File: src/rtl/branch_pkg.sv
/*
 * Shared constants and types for the branch and skip execution block:
 * widths, flag layout, reset values, cycle costs and the operation codes.
 * Assumes the fetch stage decodes instruction words into op_e codes.
 */
package branch_pkg;

	localparam int DATA_W      = 8;
	localparam int PC_W        = 16;
	localparam int TARGET_W    = 14;
	localparam int PAGE_W      = 2;
	localparam int BIT_SEL_W   = 3;
	localparam int ADDR_W      = 8;
	localparam int STACK_DEPTH = 8;

	// program flag register layout
	localparam int FLAG_CARRY   = 0;
	localparam int FLAG_DCARRY  = 1;
	localparam int FLAG_ZERO    = 2;
	localparam int FLAG_PWRDN   = 6;
	localparam int FLAG_TIMEOUT = 7;
	localparam logic [DATA_W-1:0] FLAG_SAVE_MASK = 8'h3f;

	// reset values
	localparam logic [DATA_W-1:0] ACC_RST  = 8'h00;
	localparam logic [DATA_W-1:0] FLAG_RST = 8'h00;
	localparam logic [PC_W-1:0]   PC_RST   = 16'h0000;
	localparam logic              GIE_RST  = 1'b0;

	// cycle costs
	localparam int CYC_BASE   = 1;
	localparam int CYC_BRANCH = 2;
	localparam int CYC_SYSREG = 0;
	localparam int CYC_RAM    = 1;
	localparam int CYC_SKIP   = 1;
	localparam int CYC_NOSKIP = 0;

	typedef enum logic [4:0] {
		OP_NOP,
		OP_COMPARE_SKIP_EQUAL_IMM,
		OP_COMPARE_SKIP_EQUAL_MEM,
		OP_INCREMENT_SKIP_ZERO,
		OP_INCREMENT_MEMORY_SKIP_ZERO,
		OP_DECREMENT_SKIP_ZERO,
		OP_DECREMENT_MEMORY_SKIP_ZERO,
		OP_BIT_TEST_SKIP_CLEAR,
		OP_BIT_TEST_SKIP_SET,
		OP_BANK0_BIT_TEST_SKIP_CLEAR,
		OP_BANK0_BIT_TEST_SKIP_SET,
		OP_ABSOLUTE_BRANCH,
		OP_SUBROUTINE_CALL,
		OP_SUBROUTINE_RETURN,
		OP_INTERRUPT_RETURN,
		OP_CONTEXT_SAVE,
		OP_CONTEXT_RESTORE,
		OP_OTHER
	} op_e;

endpackage : branch_pkg

File: src/rtl/exec_if.sv
/*
 * Carrier between the sequencer and the condition evaluator.
 * Assumes both ends sit in the same clock domain; purely combinational.
 */
`timescale 1ns/1ps
interface exec_if;
	branch_pkg::op_e                         op;
	logic [branch_pkg::DATA_W-1:0]           acc;
	logic [branch_pkg::DATA_W-1:0]           operand;
	logic [branch_pkg::DATA_W-1:0]           imm;
	logic [branch_pkg::BIT_SEL_W-1:0]        bitSel;
	logic [branch_pkg::DATA_W-1:0]           result;
	logic                                    skip;
	logic                                    zeroF;
	logic                                    carryF;

	modport ctrl (output op, acc, operand, imm, bitSel,
		input result, skip, zeroF, carryF);
	modport eval (input op, acc, operand, imm, bitSel,
		output result, skip, zeroF, carryF);
endinterface : exec_if

File: src/rtl/branch_control_instr_exec.sv
/*
 * Execution sequencer for compare/skip, increment/decrement/skip,
 * bit-test/skip, branch, call, return, context save/restore and no-op.
 * Assumes the fetch stage presents one decoded instruction with its
 * operand already read, and that all inputs are synchronous to sys_clk.
 */
`timescale 1ns/1ps

//////////////////////////////////////////////////////////////////////////////
// Overview of operation
// - compare with immediate sets zero/carry, skips when equal, 1+S cycles
// - compare with memory sets zero/carry, skips when equal, 1+S cycles
// - increment-skip puts operand+1 in accumulator, skips on zero
// - increment-memory-skip writes operand+1 back, skips on zero, 1+N+S
// - decrement-skip puts operand-1 in accumulator, skips on zero, 1+S
// - decrement-memory-skip writes operand-1 back, skips on zero, 1+N+S
// - bit test skips next instruction when selected bit is zero, 1+S
// - bit test skips next instruction when selected bit is one, 1+S
// - bank-zero bit tests read operand from bank 0 always
// - branch loads page bits and 14-bit target into counter, 2 cycles
// - call pushes program counter plus one, then loads target like branch
// - interrupt return pops counter and sets global enable; return pops
// - save copies accumulator and flags, not status bits, in one cycle
// - restore reloads accumulator and flags, status bits untouched
// - memory cost is zero for system registers, one for general RAM
// - skip cost is one when the skip condition holds, else zero
module branch_control_instr_exec #(
	parameter int STACK_DEPTH = branch_pkg::STACK_DEPTH
) (
	// clock and reset
	input  wire logic                                  sys_clk,
	input  wire logic                                  srst,
	// decoded instruction
	input  wire logic                                  instrValid,
	output logic                                       instrReady,
	input  branch_pkg::op_e                            instrOp,
	input  wire logic [branch_pkg::DATA_W-1:0]         instrImm,
	input  wire logic [branch_pkg::TARGET_W-1:0]       instrTarget,
	input  wire logic [branch_pkg::BIT_SEL_W-1:0]      instrBitSel,
	input  wire logic [branch_pkg::ADDR_W-1:0]         instrMemAddr,
	input  wire logic                                  instrMemIsSys,
	input  wire logic [branch_pkg::DATA_W-1:0]         operandData,
	output logic                                       operandBank0,
	// core state
	input  wire logic [branch_pkg::PAGE_W-1:0]         programPageSelect,
	input  wire logic                                  timeoutWakeupStatus,
	input  wire logic                                  powerdownStatus,
	input  wire logic                                  gieClear,
	input  wire logic                                  accWrEn,
	input  wire logic [branch_pkg::DATA_W-1:0]         accWrData,
	input  wire logic                                  flagWrEn,
	input  wire logic [branch_pkg::DATA_W-1:0]         flagWrData,
	output logic [branch_pkg::DATA_W-1:0]              accumulatorRegister,
	output logic [branch_pkg::DATA_W-1:0]              programFlagRegister,
	output logic [branch_pkg::PC_W-1:0]                programCounter,
	output logic                                       globalIntEnable,
	// data memory write
	output logic                                       memWrEn,
	output logic [branch_pkg::ADDR_W-1:0]              memWrAddr,
	output logic                                       memWrBank0,
	output logic [branch_pkg::DATA_W-1:0]              memWrData
);
	localparam int SP_W = $clog2(STACK_DEPTH);
	if (STACK_DEPTH < 2 || (1 << SP_W) != STACK_DEPTH) begin : g_bad_depth
		$error("STACK_DEPTH must be a power of two of at least 2");
	end
	typedef enum logic [1:0] {ST_RUN, ST_MEMWR, ST_SKIP, ST_BRANCH} state_e;
	state_e                            stateQ, stateD;
	logic [branch_pkg::DATA_W-1:0]     accQ, accD;
	logic [branch_pkg::DATA_W-1:0]     flagQ, flagD;
	logic [branch_pkg::DATA_W-1:0]     accShadowQ, flagShadowQ;
	logic [branch_pkg::PC_W-1:0]       pcQ, pcD;
	logic [branch_pkg::PC_W-1:0]       stackMem [STACK_DEPTH];
	logic [SP_W-1:0]                   spQ;
	logic                              gieQ;
	logic                              skipPendQ;
	logic                              memWrEnQ, memWrBank0Q;
	logic [branch_pkg::ADDR_W-1:0]     memWrAddrQ;
	logic [branch_pkg::DATA_W-1:0]     memWrDataQ;

	exec_if evalBus ();

	//////////////////////////////////////////////////////////////////////////
	// decode
	wire take     = instrValid && (stateQ == ST_RUN);
	wire discard  = instrValid && (stateQ == ST_SKIP);
	wire isCmp    = (instrOp == branch_pkg::OP_COMPARE_SKIP_EQUAL_IMM) ||
		(instrOp == branch_pkg::OP_COMPARE_SKIP_EQUAL_MEM);
	wire isAccRes = (instrOp == branch_pkg::OP_INCREMENT_SKIP_ZERO) ||
		(instrOp == branch_pkg::OP_DECREMENT_SKIP_ZERO);
	wire isMemRes = (instrOp == branch_pkg::OP_INCREMENT_MEMORY_SKIP_ZERO) ||
		(instrOp == branch_pkg::OP_DECREMENT_MEMORY_SKIP_ZERO);
	wire isBank0  = (instrOp == branch_pkg::OP_BANK0_BIT_TEST_SKIP_CLEAR) ||
		(instrOp == branch_pkg::OP_BANK0_BIT_TEST_SKIP_SET);
	wire isJump   = (instrOp == branch_pkg::OP_ABSOLUTE_BRANCH) ||
		(instrOp == branch_pkg::OP_SUBROUTINE_CALL);
	wire isCall   = (instrOp == branch_pkg::OP_SUBROUTINE_CALL);
	wire isIntRet = (instrOp == branch_pkg::OP_INTERRUPT_RETURN);
	wire isRet    = (instrOp == branch_pkg::OP_SUBROUTINE_RETURN) || isIntRet;
	wire isSave   = (instrOp == branch_pkg::OP_CONTEXT_SAVE);
	wire isRest   = (instrOp == branch_pkg::OP_CONTEXT_RESTORE);

	// memory cost and skip cost of the instruction being taken
	wire ramCost  = isMemRes && !instrMemIsSys;
	wire skipCost = evalBus.skip;
	wire [SP_W-1:0]             spDec    = spQ - 1'b1;
	wire [branch_pkg::PC_W-1:0] pcNext   = pcQ + 16'h0001;
	wire [branch_pkg::PC_W-1:0] jumpDest = {programPageSelect, instrTarget};
	assign evalBus.op      = instrOp;
	assign evalBus.acc     = accQ;
	assign evalBus.operand = operandData;
	assign evalBus.imm     = instrImm;
	assign evalBus.bitSel  = instrBitSel;

	skip_cond_eval u_eval (
		.bus (evalBus.eval)
	);

	//////////////////////////////////////////////////////////////////////////
	// sequencing
	always_comb begin
		stateD = stateQ;
		case (stateQ)
			ST_RUN: begin
				if (take && (isJump || isRet))
					stateD = ST_BRANCH;
				else if (take && ramCost)
					stateD = ST_MEMWR;
				else if (take && skipCost)
					stateD = ST_SKIP;
			end
			ST_MEMWR: begin
				stateD = skipPendQ ? ST_SKIP : ST_RUN;
			end
			ST_SKIP: begin
				// the fetched word is consumed here and never executed
				if (instrValid)
					stateD = ST_RUN;
			end
			ST_BRANCH: begin
				stateD = ST_RUN;
			end
			default: begin
				stateD = ST_RUN;
			end
		endcase
	end

	assign instrReady   = (stateQ == ST_RUN) || (stateQ == ST_SKIP);
	assign operandBank0 = isBank0;

	//////////////////////////////////////////////////////////////////////////
	// datapath next values
	always_comb begin
		pcD = pcQ;
		if (take && isJump)
			pcD = jumpDest;
		else if (take && isRet)
			pcD = stackMem[spDec];
		else if (take || discard)
			pcD = pcNext;
	end

	always_comb begin
		accD = accQ;
		if (take && isAccRes)
			accD = evalBus.result;
		else if (take && isRest)
			accD = accShadowQ;
		else if (accWrEn && !take)
			accD = accWrData;
	end

	// status bits are never stored here; they come straight from the inputs
	always_comb begin
		flagD = flagQ;
		if (take && isCmp) begin
			flagD[branch_pkg::FLAG_ZERO]  = evalBus.zeroF;
			flagD[branch_pkg::FLAG_CARRY] = evalBus.carryF;
		end else if (take && isRest) begin
			flagD = flagShadowQ & branch_pkg::FLAG_SAVE_MASK;
		end else if (flagWrEn && !take) begin
			flagD = flagWrData & branch_pkg::FLAG_SAVE_MASK;
		end
	end

	//////////////////////////////////////////////////////////////////////////
	// registers
	always_ff @(posedge sys_clk) begin
		if (srst) begin
			stateQ <= ST_RUN;
			pcQ    <= branch_pkg::PC_RST;
			accQ   <= branch_pkg::ACC_RST;
			flagQ  <= branch_pkg::FLAG_RST;
		end else begin
			stateQ <= stateD;
			pcQ    <= pcD;
			accQ   <= accD;
			flagQ  <= flagD;
		end
	end

	always_ff @(posedge sys_clk) begin
		if (srst) begin
			accShadowQ  <= branch_pkg::ACC_RST;
			flagShadowQ <= branch_pkg::FLAG_RST;
		end else if (take && isSave) begin
			accShadowQ  <= accQ;
			flagShadowQ <= flagQ & branch_pkg::FLAG_SAVE_MASK;
		end
	end

	// return address is the word after the call
	always_ff @(posedge sys_clk) begin
		if (srst) begin
			spQ <= '0;
		end else if (take && isCall) begin
			stackMem[spQ] <= pcNext;
			spQ           <= spQ + 1'b1;
		end else if (take && isRet) begin
			spQ <= spDec;
		end
	end

	// a return-from-interrupt beats a simultaneous clear request
	always_ff @(posedge sys_clk) begin
		if (srst)
			gieQ <= branch_pkg::GIE_RST;
		else if (take && isIntRet)
			gieQ <= 1'b1;
		else if (gieClear)
			gieQ <= 1'b0;
	end

	// system register writes land one cycle later without stalling
	always_ff @(posedge sys_clk) begin
		if (srst) begin
			memWrEnQ    <= 1'b0;
			memWrAddrQ  <= '0;
			memWrBank0Q <= 1'b0;
			memWrDataQ  <= '0;
			skipPendQ   <= 1'b0;
		end else begin
			memWrEnQ  <= take && isMemRes;
			skipPendQ <= take && skipCost;
			if (take && isMemRes) begin
				memWrAddrQ  <= instrMemAddr;
				memWrBank0Q <= 1'b0;
				memWrDataQ  <= evalBus.result;
			end
		end
	end

	assign accumulatorRegister = accQ;
	assign programCounter      = pcQ;
	assign globalIntEnable     = gieQ;
	assign memWrEn             = memWrEnQ;
	assign memWrAddr           = memWrAddrQ;
	assign memWrBank0          = memWrBank0Q;
	assign memWrData           = memWrDataQ;

	always_comb begin
		programFlagRegister = flagQ;
		programFlagRegister[branch_pkg::FLAG_TIMEOUT] = timeoutWakeupStatus;
		programFlagRegister[branch_pkg::FLAG_PWRDN]   = powerdownStatus;
	end
endmodule : branch_control_instr_exec

File: src/rtl/skip_cond_eval.sv
/*
 * Condition evaluator: computes compare flags, increment and decrement
 * results and the skip decision for one operation.
 * Assumes operand and accumulator are stable for the whole cycle.
 */
`timescale 1ns/1ps
module skip_cond_eval (
	// evaluation channel
	exec_if.eval bus
);
	logic [branch_pkg::DATA_W:0]   diff;
	logic [branch_pkg::DATA_W-1:0] cmpVal;
	logic                          bitVal;

	assign cmpVal = (bus.op == branch_pkg::OP_COMPARE_SKIP_EQUAL_IMM) ?
		bus.imm : bus.operand;
	assign diff   = {1'b0, bus.acc} - {1'b0, cmpVal};
	assign bitVal = bus.operand[bus.bitSel];

	always_comb begin
		bus.result = bus.operand;
		bus.skip   = 1'b0;
		bus.zeroF  = (diff[branch_pkg::DATA_W-1:0] == 8'h00);
		// carry set means no borrow
		bus.carryF = ~diff[branch_pkg::DATA_W];
		case (bus.op)
			branch_pkg::OP_COMPARE_SKIP_EQUAL_IMM,
			branch_pkg::OP_COMPARE_SKIP_EQUAL_MEM: begin
				bus.skip = (bus.acc == cmpVal);
			end
			branch_pkg::OP_INCREMENT_SKIP_ZERO,
			branch_pkg::OP_INCREMENT_MEMORY_SKIP_ZERO: begin
				bus.result = bus.operand + 8'h01;
				bus.skip   = (bus.operand == 8'hff);
			end
			branch_pkg::OP_DECREMENT_SKIP_ZERO,
			branch_pkg::OP_DECREMENT_MEMORY_SKIP_ZERO: begin
				bus.result = bus.operand - 8'h01;
				bus.skip   = (bus.operand == 8'h01);
			end
			branch_pkg::OP_BIT_TEST_SKIP_CLEAR,
			branch_pkg::OP_BANK0_BIT_TEST_SKIP_CLEAR: begin
				bus.skip = ~bitVal;
			end
			branch_pkg::OP_BIT_TEST_SKIP_SET,
			branch_pkg::OP_BANK0_BIT_TEST_SKIP_SET: begin
				bus.skip = bitVal;
			end
			default: begin
				bus.skip = 1'b0;
			end
		endcase
	end
endmodule : skip_cond_eval

File: config.mk
export PLATFORM = sky130hd
export DESIGN_NAME = branch_control_instr_exec
export DESIGN_NICKNAME = d
export VERILOG_FILES = /design/src/rtl/branch_pkg.sv /design/src/rtl/exec_if.sv /design/src/rtl/branch_control_instr_exec.sv /design/src/rtl/skip_cond_eval.sv
export SDC_FILE = /design/constraint.sdc
export NUM_CORES = 1
export LEC_CHECK = 0
export ABC_AREA = 1
export BUFFER_PORTS_ARGS = -buffer_cell sky130_fd_sc_hd__buf_4
export CAP_MARGIN = 20
export CORE_MARGIN = 8
export CORE_UTILIZATION = 30
export DETAILED_ROUTE_END_ITERATION = 10
export MAX_ROUTING_LAYER = met4
export SLEW_MARGIN = 20
export SYNTH_ARGS = -nofsm -noshare
export SYNTH_HDL_FRONTEND = slang
export SYNTH_HIERARCHICAL = 1
export SYNTH_SLANG_ARGS = --single-unit
File: constraint.sdc
create_clock -name sys_clk -period 3.05 [get_ports sys_clk]
set_input_delay 0.61 -clock sys_clk [delete_from_list [all_inputs] [get_ports sys_clk]]
set_output_delay 0.61 -clock sys_clk [all_outputs]
set_load 0.01 [all_outputs]
==> reports/qor.yml, run 1 <==
cts.sinks: 196
timing.clock.skew_ps: 14.6
remaining_drc_errors: 0
wl_per_cell_microns: 15.9
ys_seq_elements: 196
grt_antenna_before_repair: 1
unrepaired_setup_endpoints_after_global_routing: "no"
globalplace.congestion: 0.883
grt_remaining_overflow: 0
hold_class: "input pin to flop"
final_antenna_net_count: 0
switching_share_pct: 27.4
cts_resized: 0
synth.avg_cell_area_sq_um: 8.00
clock_path_buffers: 2
synth.largest_area_cell: "sky130_fd_sc_hd__edfxtp_1"
cts-buffers-inserted: 17
cts_setup_buffers: 0
netlist_instances: 1279
drive_above_1_share_pct: 17.8
seq_area_frac_synth_pct: 50.9
floorplan.die_area_sq_mm: 0.0403
p_per_area_mw_per_mm2: 487
h_tree_levels: 4
multiInputGateArea_sq_mm: 0.00421
synth_top_cell_area_share_pct: 37.6
cts.root.buffer_cell: "sky130_fd_sc_hd__clkbuf_16"
crit_required_ps: 3430
criticalPathCategory: "input pin to flop"
dr.first_iter.drc_count: 605
drt_pass1_iterations: 7
power_frac_comb_pct: 13.5
numPortBuffers: 118
seq_area_sq_mm: 0.00521
hold_violations: 0
clk_pin_slew_ps: 80
fillerInstances: 3503
ff2ff_setup_slack_ps: 570
pwr-share-seq_pct: 49.0
synth.net_count: 1367
grt_start_max_net_pins: 75
final.min_clock_period_ps: 2540
final_layout_worst_hold_slack_ps: 427
wire_length_of_the_first_global_routing_pass_microns: 46900
die_w_microns: 201
pwr-share-clk_pct: 37.5
total_switching_power_mw: 1.64
via_count_of_the_first_global_routing_pass: 8612
finish.instance_area_sq_mm: 0.0123
synth.cell_area_sq_mm: 0.0102
num_io_pins: 126
ir_drop_mv: 0.357
slew_violations: 0
synth_cell_type_count: 43
min_period_over_period_pct: 83.4
mostFrequentLayoutCell: "sky130_fd_sc_hd__nand2_1"
clk_latency_ps: 430
timing.critical_path.from_type: "input pin"
synthTopCellsByArea: "sky130_fd_sc_hd__edfxtp_1 (38%), sky130_fd_sc_hd__nand2_1 (14%), sky130_fd_sc_hd__dfxtp_1 (13%)"
power.leakage_nw: 5.43
max_clock_freq_mhz: 393
final_core_density_pct: 36.7
tritoncts_clock_tree: "done"
crit_path_end_kind: "flop"
setup-tns-final_ps: 0
die_height_microns: 201
drt_wl_total_microns: 29600
initial_utilization_pct: 30.5
final_cell_mix: "sky130_fd_sc_hd__nand2_1 (375), sky130_fd_sc_hd__nand3_1 (190), sky130_fd_sc_hd__buf_4 (152)"
post_dp_cell_area_sq_mm: 0.0117
status: "completed"
worstMarginPinSlew_ps: 820
cp.arrival_ps: 2920
num_vias: 8903
p_int_mw: 4.35
critical_path.max_fanout: 15
detail_route.vias_per_cell: 4.78
hpwl_microns: 20900
hold_buffers: 0
setup_viol: 0
nNetsFinal: 1487
syn_to_final_growth_pct: 20.3
floorplan.rows: 67
grtUsageTotal_pct: 14.9
slew_headroom_pct: 45.3
synth_warnings: 6
fp.coreArea_sq_mm: 0.0335
cap_violations: 0
[synth_stat cells, drive strengths merged]
library cell,count
xnor2,3
o311ai,1
nand2,385
fa,1
nor3,17
clkinv,4
inv,149
o211a,1
o211ai,6
nand4,12
edfxtp,128
dfxtp,68
xor2,7
or2,10
conb,1
a21oi,53
nand3,195
nand3b,1
clkbuf,17
nor2,104
ha,14
o31ai,1
buf,35
o21ai,66
[critical path, cell delays in order]
cell                       delay [ps]
sky130_fd_sc_hd__buf_4             90
sky130_fd_sc_hd__inv_1             50
sky130_fd_sc_hd__nand2_2           90
sky130_fd_sc_hd__inv_1             50
sky130_fd_sc_hd__nand3_2           70
sky130_fd_sc_hd__buf_4            180
sky130_fd_sc_hd__a21oi_1           90
sky130_fd_sc_hd__ha_1             210
sky130_fd_sc_hd__fa_1             440
sky130_fd_sc_hd__inv_1             90
sky130_fd_sc_hd__nand3_1           80
sky130_fd_sc_hd__nand2_1          100
sky130_fd_sc_hd__nand4_1           80
sky130_fd_sc_hd__o311ai_0         170
sky130_fd_sc_hd__buf_4            210
sky130_fd_sc_hd__nand4_1          100
sky130_fd_sc_hd__nand3_1           90
sky130_fd_sc_hd__nand2_1           60
sky130_fd_sc_hd__inv_1             70
[final timing paths]
path	startpoint	to	cells after the start
setup / recovery	instrOp[1]	flagQ[0]$_SDFFE_PP0P_	19
hold / removal	instrMemAddr[7]	memWrAddr[7]$_SDFFE_PP0P_	3
setup reg to reg	spQ[1]$_SDFFE_PP0P_	programCounter[5]$_SDFFE_PP0P_	10
hold reg to reg	flagShadowQ[0]$_SDFFE_PP0P_	flagShadowQ[0]$_SDFFE_PP0P_	2
[state kept, by name, summed over array words and instances (netlist names), 2 cells and up]
name,count
accShadowQ,8
accumulatorRegister,8
stateQ,2
spQ,3
memWrData,8
stackMem,128
flagShadowQ,6
programCounter,16
memWrAddr,8
flagQ,6
[final cells by class]
type                       instances  share of cell area (%)
multi-input combinational        878                    34.2
timing repair buffer             153                    9.44
clock buffer                      17                    3.46
inverter                         153                    4.68
sequential                       196                    42.3
antenna                            2                  0.0407
tap                              448                    4.56
clock inverter                    15                    1.31
[cells by family after synthesis]
logic type	synth area share (%)
other	0.0367
DFF	50.9
AOI/OAI and AO/OA	6.68
buffers and inverters	8.39
xor gates and xnor gates	1.04
and+or+nand+nor	31.1
adders and majority gates	1.91
[power groups by stage]
stage / combinational [mW] / sequential [mW] / clock [mW]
after CTS: 0.814 / 2.94 / 2.28
after detailed placement: 0.811 / 3.00 / 0
after global routing: 0.913 / 2.94 / 2.38
final: 0.809 / 2.94 / 2.25
after global placement: 0.802 / 3.00 / 0
after floorplan: 0.483 / 2.99 / 0
[stage by stage]
step	setup WS [ps]	std cells	power [mW]
after floorplan	250	1279	3.48
after global placement	61.4	1828	3.80
after detailed placement	46.7	1828	3.81
after CTS	498	1860	6.03
after global routing	237	1861	6.24
final	505	1862	5.99
[per-layer routing]
layer,wire (microns),vias to the layer above,share of wire [%],GRT usage (%)
met1,13100,4134,44,18.5
li1,-,4431,-,-
met4,714,0,2.4,5.26
met3,1960,51,6.6,2.97
met2,13900,287,47,24.0
met5,0,-,0,-
Note: power is estimated with default switching activity, not from simulation.
==> run 2: changes to the inputs <==
- clock period: 3.05 -> 2.1 ns (I/O delays scaled with it)
==> run 2 against run 1 <==
Effect of this change: wire length up 4.7%; total power up 46%; clock skew down 2.0 ps; core utilization up 2.3 points; register-to-register slack worse by 430 ps; first-iteration DRC count up 24%; final cell count up 3.4%; sequential power up 45%; largest cell class unchanged; highest routed layer unchanged.
==> reports/qor.yml, run 2 (synthesis gave the netlist of run 1 again) <==
globalplace.congestion: 0.896  # +1.4%
clk_latency_ps: 440  # about the same
cts-buffers-inserted: 17  # unchanged
cp-startpoint: "instrOp[2]"
ir_drop_mv: 0.468  # +31%
mostFrequentLayoutCell: "sky130_fd_sc_hd__nand2_1"
die_w_microns: 201  # unchanged
finish.instance_area_sq_mm: 0.0131  # +6.3%
timing.critical_path.from_type: "input pin"
slew_headroom_pct: 49.1  # +3.8 points
unrepaired_setup_endpoints_after_global_routing: "yes"
largest_register_ffs: 128  # unchanged
post_dp_cell_area_sq_mm: 0.0123  # +5.4%
h_tree_levels: 4  # unchanged
cts.sinks: 196  # unchanged
initial_utilization_pct: 30.5  # unchanged
grtUsageTotal_pct: 15.2  # +0.31 points
slew_violations: 0  # unchanged
critical_path.max_fanout: 2  # -13
tritoncts_clock_tree: "done"
final.min_clock_period_ps: 2030
wire_length_of_the_first_global_routing_pass_microns: 47600  # +1.5%
final_antenna_net_count: 0  # unchanged
drt_pass1_iterations: 5  # -2
power.leakage_nw: 5.81  # +6.8%
dr.first_iter.drc_count: 752  # +24%
syn_to_final_growth_pct: 27.8
die_height_microns: 201  # unchanged
num_io_pins: 126  # unchanged
setup_viol: 0  # unchanged
grt_remaining_overflow: 0  # unchanged
hold_violations: 0  # unchanged
min_period_over_period_pct: 96.7
numPortBuffers: 118  # unchanged
worstPathBufferInverterCount: 2  # -5
wl_per_cell_microns: 16.1  # +1.2%
worst_path_cell_with_the_longest_stage_delay: "sky130_fd_sc_hd__fa_2"
finalPower_mw: 8.72  # +46%
preCtsSetupSlack_ps: -536  # -583 ps
grt_antenna_before_repair: 1  # unchanged
crit_top_cell: "sky130_fd_sc_hd__nand2_1"
clk_pin_slew_ps: 80  # about the same
fp.coreArea_sq_mm: 0.0335  # unchanged
floorplan.die_area_sq_mm: 0.0403  # unchanged
drt_wl_total_microns: 31000  # +4.7%
final-instance-count-excl-fill: 1925  # +3.4%
hpwl_microns: 22300  # +6.7%
multiInputGateArea_sq_mm: 0.00438  # +4.2%
critical_path.max_stage_delay_ps: 560  # +120 ps
hold_class: "input pin to flop"
cp.arrival_ps: 2430  # -490 ps
ff2ff_setup_slack_ps: 140  # -430 ps
crit_required_ps: 2500  # -930 ps
fillerInstances: 3463  # -1.1%
dp_cells: 1889  # +3.3%
timing.clock.skew_ps: 12.6  # -2.04 ps
path_depth: 17  # -2
cts.root.buffer_cell: "sky130_fd_sc_hd__clkbuf_16"
num_vias: 9138  # +2.6%
worst_r2r_endpoint: "flagQ[2]$_SDFFE_PP0P_"
via_count_of_the_first_global_routing_pass: 8680  # +0.79%
final_cell_mix: "sky130_fd_sc_hd__nand2_1 (369), sky130_fd_sc_hd__buf_4 (202), sky130_fd_sc_hd__nand3_1 (189)"
criticalPathCategory: "input pin to flop"
seq_area_sq_mm: 0.00521  # unchanged
status: "completed"
register_with_the_most_flip_flops: "stackMem"
worstMarginPinSlew_ps: 761  # -59.1 ps
crit_path_end_kind: "flop"
final.setup.worst_slack_ps: 68.3  # -437 ps
p_per_area_mw_per_mm2: 667  # +37%
max_clock_freq_mhz: 492
nNetsFinal: 1551  # +4.3%
cap_violations: 0  # unchanged
cp_cell_sequence: "buf_6, nor2_4, nand3_4, nor2_2, a21oi_2, ha_2, fa_2, nand2_1, nor3_2, nand3_1, nor2_1, nand2_1, nor2_2, nand4_1, nand3_1, nand2_1, inv_1"
drive_above_1_share_pct: 23.3  # +5.5 points
clock_path_buffers: 2  # unchanged
critPathTopFamily: "simple AND/OR/NAND/NOR gates"
grt_start_max_net_pins: 72  # -4.0%
remaining_drc_errors: 0  # unchanged
floorplan.rows: 67  # unchanged
regToRegStartpoint: "accumulatorRegister[0]$_SDFFE_PP0P_"
crit_path_end: "flagQ[2]$_SDFFE_PP0P_"
detail_route.vias_per_cell: 4.75  # -0.72%
worst-r2r-cell-count: 13  # +3
[run 2: cell types whose count changed in the layout (fill, tap and decap cells not counted), sizes merged]
cell | before | now
buf | 153 | 216
inv | 157 | 154
clkinv | 9 | 11
clkinvlp | 1 | 3
bufinv | 1 | 0
clkbuf | 17 | 18
diode | 2 | 1
[run 2: worst min path at each step]
| stage | start | endpoint | slack, ps | cells after the start |
|---|---|---|---|---|
| finish | instrMemAddr[2] | memWrAddr[2]$_SDFFE_PP0P_ | 230 | 3 |
| global route | instrMemAddr[5] | memWrAddr[5]$_SDFFE_PP0P_ | 250 | 3 |
| CTS | instrMemAddr[2] | memWrAddr[2]$_SDFFE_PP0P_ | 220 | 3 |
| detailed placement | flagShadowQ[2]$_SDFFE_PP0P_ | flagShadowQ[2]$_SDFFE_PP0P_ | 440 | 2 |
| global placement | flagShadowQ[2]$_SDFFE_PP0P_ | flagShadowQ[2]$_SDFFE_PP0P_ | 440 | 2 |
| floorplan | flagShadowQ[0]$_SDFFE_PP0P_ | flagShadowQ[0]$_SDFFE_PP0P_ | 430 | 2 |
[run 2: where the power goes]
part	internal (mW)	switching (mW)	leakage [nW]
Clock	1.54	1.54	0.263
Sequential	4.19	0.0807	1.72
Combinational	0.566	0.809	3.82
[run 2: final cells by class]
class	instances	area share (%)
Antenna cell	1	0.0191
Clock buffer	17	3.25
Clock inverter	15	0.966
Inverter	153	4.49
Multi-Input combinational cell	878	33.5
Sequential cell	196	39.8
Tap cell	448	4.29
Timing Repair Buffer	217	13.7
[run 2: through the flow]
step | util (%) | TNS, ps | hold slack (ps)
2_1_floorplan | - | -10220 | 430
3_3_place_gp | 36.8 | -8840 | 438
3_5_place_dp | 36.8 | -10170 | 443
4_1_cts | 38.5 | 0 | 224
5_1_grt | 39.0 | -236 | 253
6_report | 39.0 | 0 | 232
[run 2: what timing repair did]
action / CTS / global route
pin swaps: 7 / 14
buffers inserted: 1 / 1
hold buffers: 0 / 0
gates resized for setup: 6 / 33
cloned: 0 / 1
setup endpoints to repair: 2 / 15
[run 2: worst register-to-register path: stages, from the launching register on]
cell and delay (ps):
sky130_fd_sc_hd__dfxtp_1 340, sky130_fd_sc_hd__inv_1 50, sky130_fd_sc_hd__ha_2 180, sky130_fd_sc_hd__fa_2 560
sky130_fd_sc_hd__nand2_1 60, sky130_fd_sc_hd__nor3_2 100, sky130_fd_sc_hd__nand3_1 80, sky130_fd_sc_hd__nor2_1 100
sky130_fd_sc_hd__nand2_1 70, sky130_fd_sc_hd__nor2_2 100, sky130_fd_sc_hd__nand4_1 80, sky130_fd_sc_hd__nand3_1 90
sky130_fd_sc_hd__nand2_1 50, sky130_fd_sc_hd__inv_1 60
[run 2: per-layer routing]
layer	vias up	track usage, %	routed length [microns]
li1	4562	-	-
met3	42	3.32	2030
met1	4231	19.0	13500
met5	-	-	0
met4	0	3.76	514
met2	303	24.9	15000
==> run 3: changes to the inputs <==
- CAP_MARGIN: 20 -> default
- CORE_ASPECT_RATIO: default -> 1.75
==> run 3 against run 2 <==
Effect of this change: via count rose by 1.6%; global-route usage up 2.3 points; sequential share of layout area shrank 0.095 points; setup slack worse by 56 ps; core utilization barely moved.
==> reports/qor.yml, run 3 (synthesis gave the netlist of run 1 again) <==
status: "completed"
die_w_microns: 156  # -22%
wire_length_of_the_first_global_routing_pass_microns: 51700  # +8.5%
largest_register_ffs: 128  # unchanged
drt_pass1_iterations: 5  # unchanged
criticalPathCategory: "input pin to flop"
initial_utilization_pct: 30.4  # -0.089 points
fp.coreArea_sq_mm: 0.0336  # +0.29%
grt_antenna_before_repair: 0  # -1
power.leakage_nw: 5.86  # +0.87%
clk_latency_ps: 440  # about the same
clk_pin_slew_ps: 80  # about the same
max_clock_freq_mhz: 479  # -2.7%
grt_remaining_overflow: 0  # unchanged
setup-tns-final_ps: 0  # unchanged
grtUsageTotal_pct: 17.5  # +2.3 points
grt_start_max_net_pins: 46  # -36%
final_core_density_pct: 39.0  # about the same
slew_violations: 0  # unchanged
final_cell_mix: "sky130_fd_sc_hd__nand2_1 (372), sky130_fd_sc_hd__buf_4 (226), sky130_fd_sc_hd__nand3_1 (188)"
worst-r2r-cell-count: 13  # unchanged
hpwl_microns: 25800  # +16%
critical_path.max_fanout: 3  # +1
worstMarginPinSlew_ps: 630  # -130 ps
worstHoldStart: "instrMemAddr[4]"
crit_required_ps: 2500  # about the same
final.min_clock_period_ps: 2090  # +56.0 ps
hold_path_depth: 3  # unchanged
worst_r2r_endpoint: "flagQ[2]$_SDFFE_PP0P_"
ir_drop_mv: 0.453  # -3.1%
die_height_microns: 260  # +30%
cts-buffers-inserted: 17  # unchanged
tritoncts_clock_tree: "done"
drive_above_1_share_pct: 23.7  # +0.39 points
hold_violations: 0  # unchanged
p_per_area_mw_per_mm2: 679  # +1.8%
mostFrequentLayoutCell: "sky130_fd_sc_hd__nand2_1"
register_with_the_most_flip_flops: "stackMem"
syn_to_final_growth_pct: 28.1
final_layout_worst_hold_slack_ps: 225  # -6.49 ps
slew_headroom_pct: 57.8  # +8.7 points
numPortBuffers: 118  # unchanged
setup_viol: 0  # unchanged
num_io_pins: 126  # unchanged
finalPower_mw: 8.90  # +2.0%
final_antenna_net_count: 0  # unchanged
timing.critical_path.from_type: "input pin"
via_count_of_the_first_global_routing_pass: 9265  # +6.7%
hold_buffers: 0  # unchanged
regToRegStartpoint: "accumulatorRegister[0]$_SDFFE_PP0P_"
globalplace.congestion: 0.935  # +4.4%
h_tree_levels: 4  # unchanged
nNetsFinal: 1569  # +1.2%
detail_route.vias_per_cell: 4.76  # +0.36%
cts.sinks: 196  # unchanged
num_vias: 9285  # +1.6%
antenna_cells_inserted: 0  # -1
ff2ff_setup_slack_ps: 60  # -80 ps
floorplan.die_area_sq_mm: 0.0405  # +0.58%
cts.root.buffer_cell: "sky130_fd_sc_hd__clkbuf_16"
cap_violations: 0  # unchanged
clock_path_buffers: 2  # unchanged
min_period_over_period_pct: 99.4  # +2.7 points
hold_class: "input pin to flop"
remaining_drc_errors: 0  # unchanged
cp.arrival_ps: 2490  # +60 ps
dr.first_iter.drc_count: 503  # -33%
floorplan.rows: 89  # +33%
worst_hold_path.endpoint: "memWrAddr[4]$_SDFFE_PP0P_"
drt_wl_total_microns: 34100  # +10%
crit_path_end_kind: "flop"
wl_per_cell_microns: 17.5  # +8.6%
timing.clock.skew_ps: 11.9  # -0.674 ps
unrepaired_setup_endpoints_after_global_routing: "yes"
## run 3: changes by cell type in the layout (fill, tap and decap cells not counted), moves of 2 or more
cell | previous run | this run
sky130_fd_sc_hd__inv_8 | 3 | 0
sky130_fd_sc_hd__clkbuf_1 | 0 | 5
sky130_fd_sc_hd__ha_4 | 4 | 1
sky130_fd_sc_hd__nand2_1 | 369 | 372
sky130_fd_sc_hd__buf_4 | 202 | 226
sky130_fd_sc_hd__buf_12 | 10 | 4
sky130_fd_sc_hd__nand2_2 | 13 | 11
sky130_fd_sc_hd__o21ai_1 | 10 | 15
sky130_fd_sc_hd__ha_2 | 1 | 3
sky130_fd_sc_hd__a21oi_1 | 50 | 47
sky130_fd_sc_hd__bufinv_16 | 0 | 2
sky130_fd_sc_hd__a21oi_2 | 3 | 6
sky130_fd_sc_hd__o21ai_2 | 7 | 3
sky130_fd_sc_hd__clkinv_4 | 5 | 2
## run 3: per-stage QoR
stage,instances,area (sq um),setup slack (ps)
after floorplan,1279,10300,-164
after global routing,1949,13100,-98.5
after CTS,1946,13000,-36.6
after global placement,1913,12400,-653
final,1949,13100,12.3
after detailed placement,1913,12400,-624
## run 3: final cells by class
class | count | area [sq um]
clock buffers | 22 | 444
clock inverters | 10 | 124
fillers | 3521 | 20500
inverters | 153 | 588
multi-input cells | 878 | 4340
flip-flops and latches | 196 | 5210
well taps | 455 | 569
repair buffers | 235 | 1840
## run 3: worst max path at each step
stage | start | to | slack (ps)
6_report | instrOp[1] | flagQ[2]$_SDFFE_PP0P_ | 10
5_1_grt | instrOp[1] | flagQ[2]$_SDFFE_PP0P_ | -100
4_1_cts | instrOp[1] | flagQ[2]$_SDFFE_PP0P_ | -40
3_5_place_dp | instrOp[1] | flagQ[2]$_SDFFE_PP0P_ | -620
3_3_place_gp | instrOp[1] | flagQ[2]$_SDFFE_PP0P_ | -650
2_1_floorplan | instrOp[3] | flagQ[2]$_SDFFE_PP0P_ | -160
## run 3: routing by layer
metal	up-vias	track usage (%)	wire length [microns]
li1	4593	-	-
met3	93	2.72	1210
met1	4347	16.0	11800
met5	-	-	0
met2	252	32.7	18800
met4	0	12.0	2300
## run 3: timing repair
item                       CTS  global route
resized for setup           16            19
setup buffers                1             3
pin swaps                    8            16
setup endpoints to repair    3             4
## run 3: critical path, stage by stage
cell,delay (ps)
sky130_fd_sc_hd__buf_8,90
sky130_fd_sc_hd__clkinv_8,40
sky130_fd_sc_hd__nand2_4,60
sky130_fd_sc_hd__inv_2,40
sky130_fd_sc_hd__nand3_4,80
sky130_fd_sc_hd__buf_4,120
sky130_fd_sc_hd__a21oi_2,40
sky130_fd_sc_hd__ha_2,200
sky130_fd_sc_hd__fa_2,550
sky130_fd_sc_hd__nand2_1,50
sky130_fd_sc_hd__nor3_2,110
sky130_fd_sc_hd__nand3_1,100
sky130_fd_sc_hd__nor2_2,120
sky130_fd_sc_hd__nand2_1,80
sky130_fd_sc_hd__nor2_2,90
sky130_fd_sc_hd__nand4_1,90
sky130_fd_sc_hd__nand3_1,80
sky130_fd_sc_hd__nand2_1,50
sky130_fd_sc_hd__inv_1,60
## run 3: report_power, final
| part | switching (mW) | internal (mW) |
|---|---|---|
| combinational | 0.840 | 0.573 |
| sequential | 0.0802 | 4.19 |
| clock | 1.45 | 1.77 |
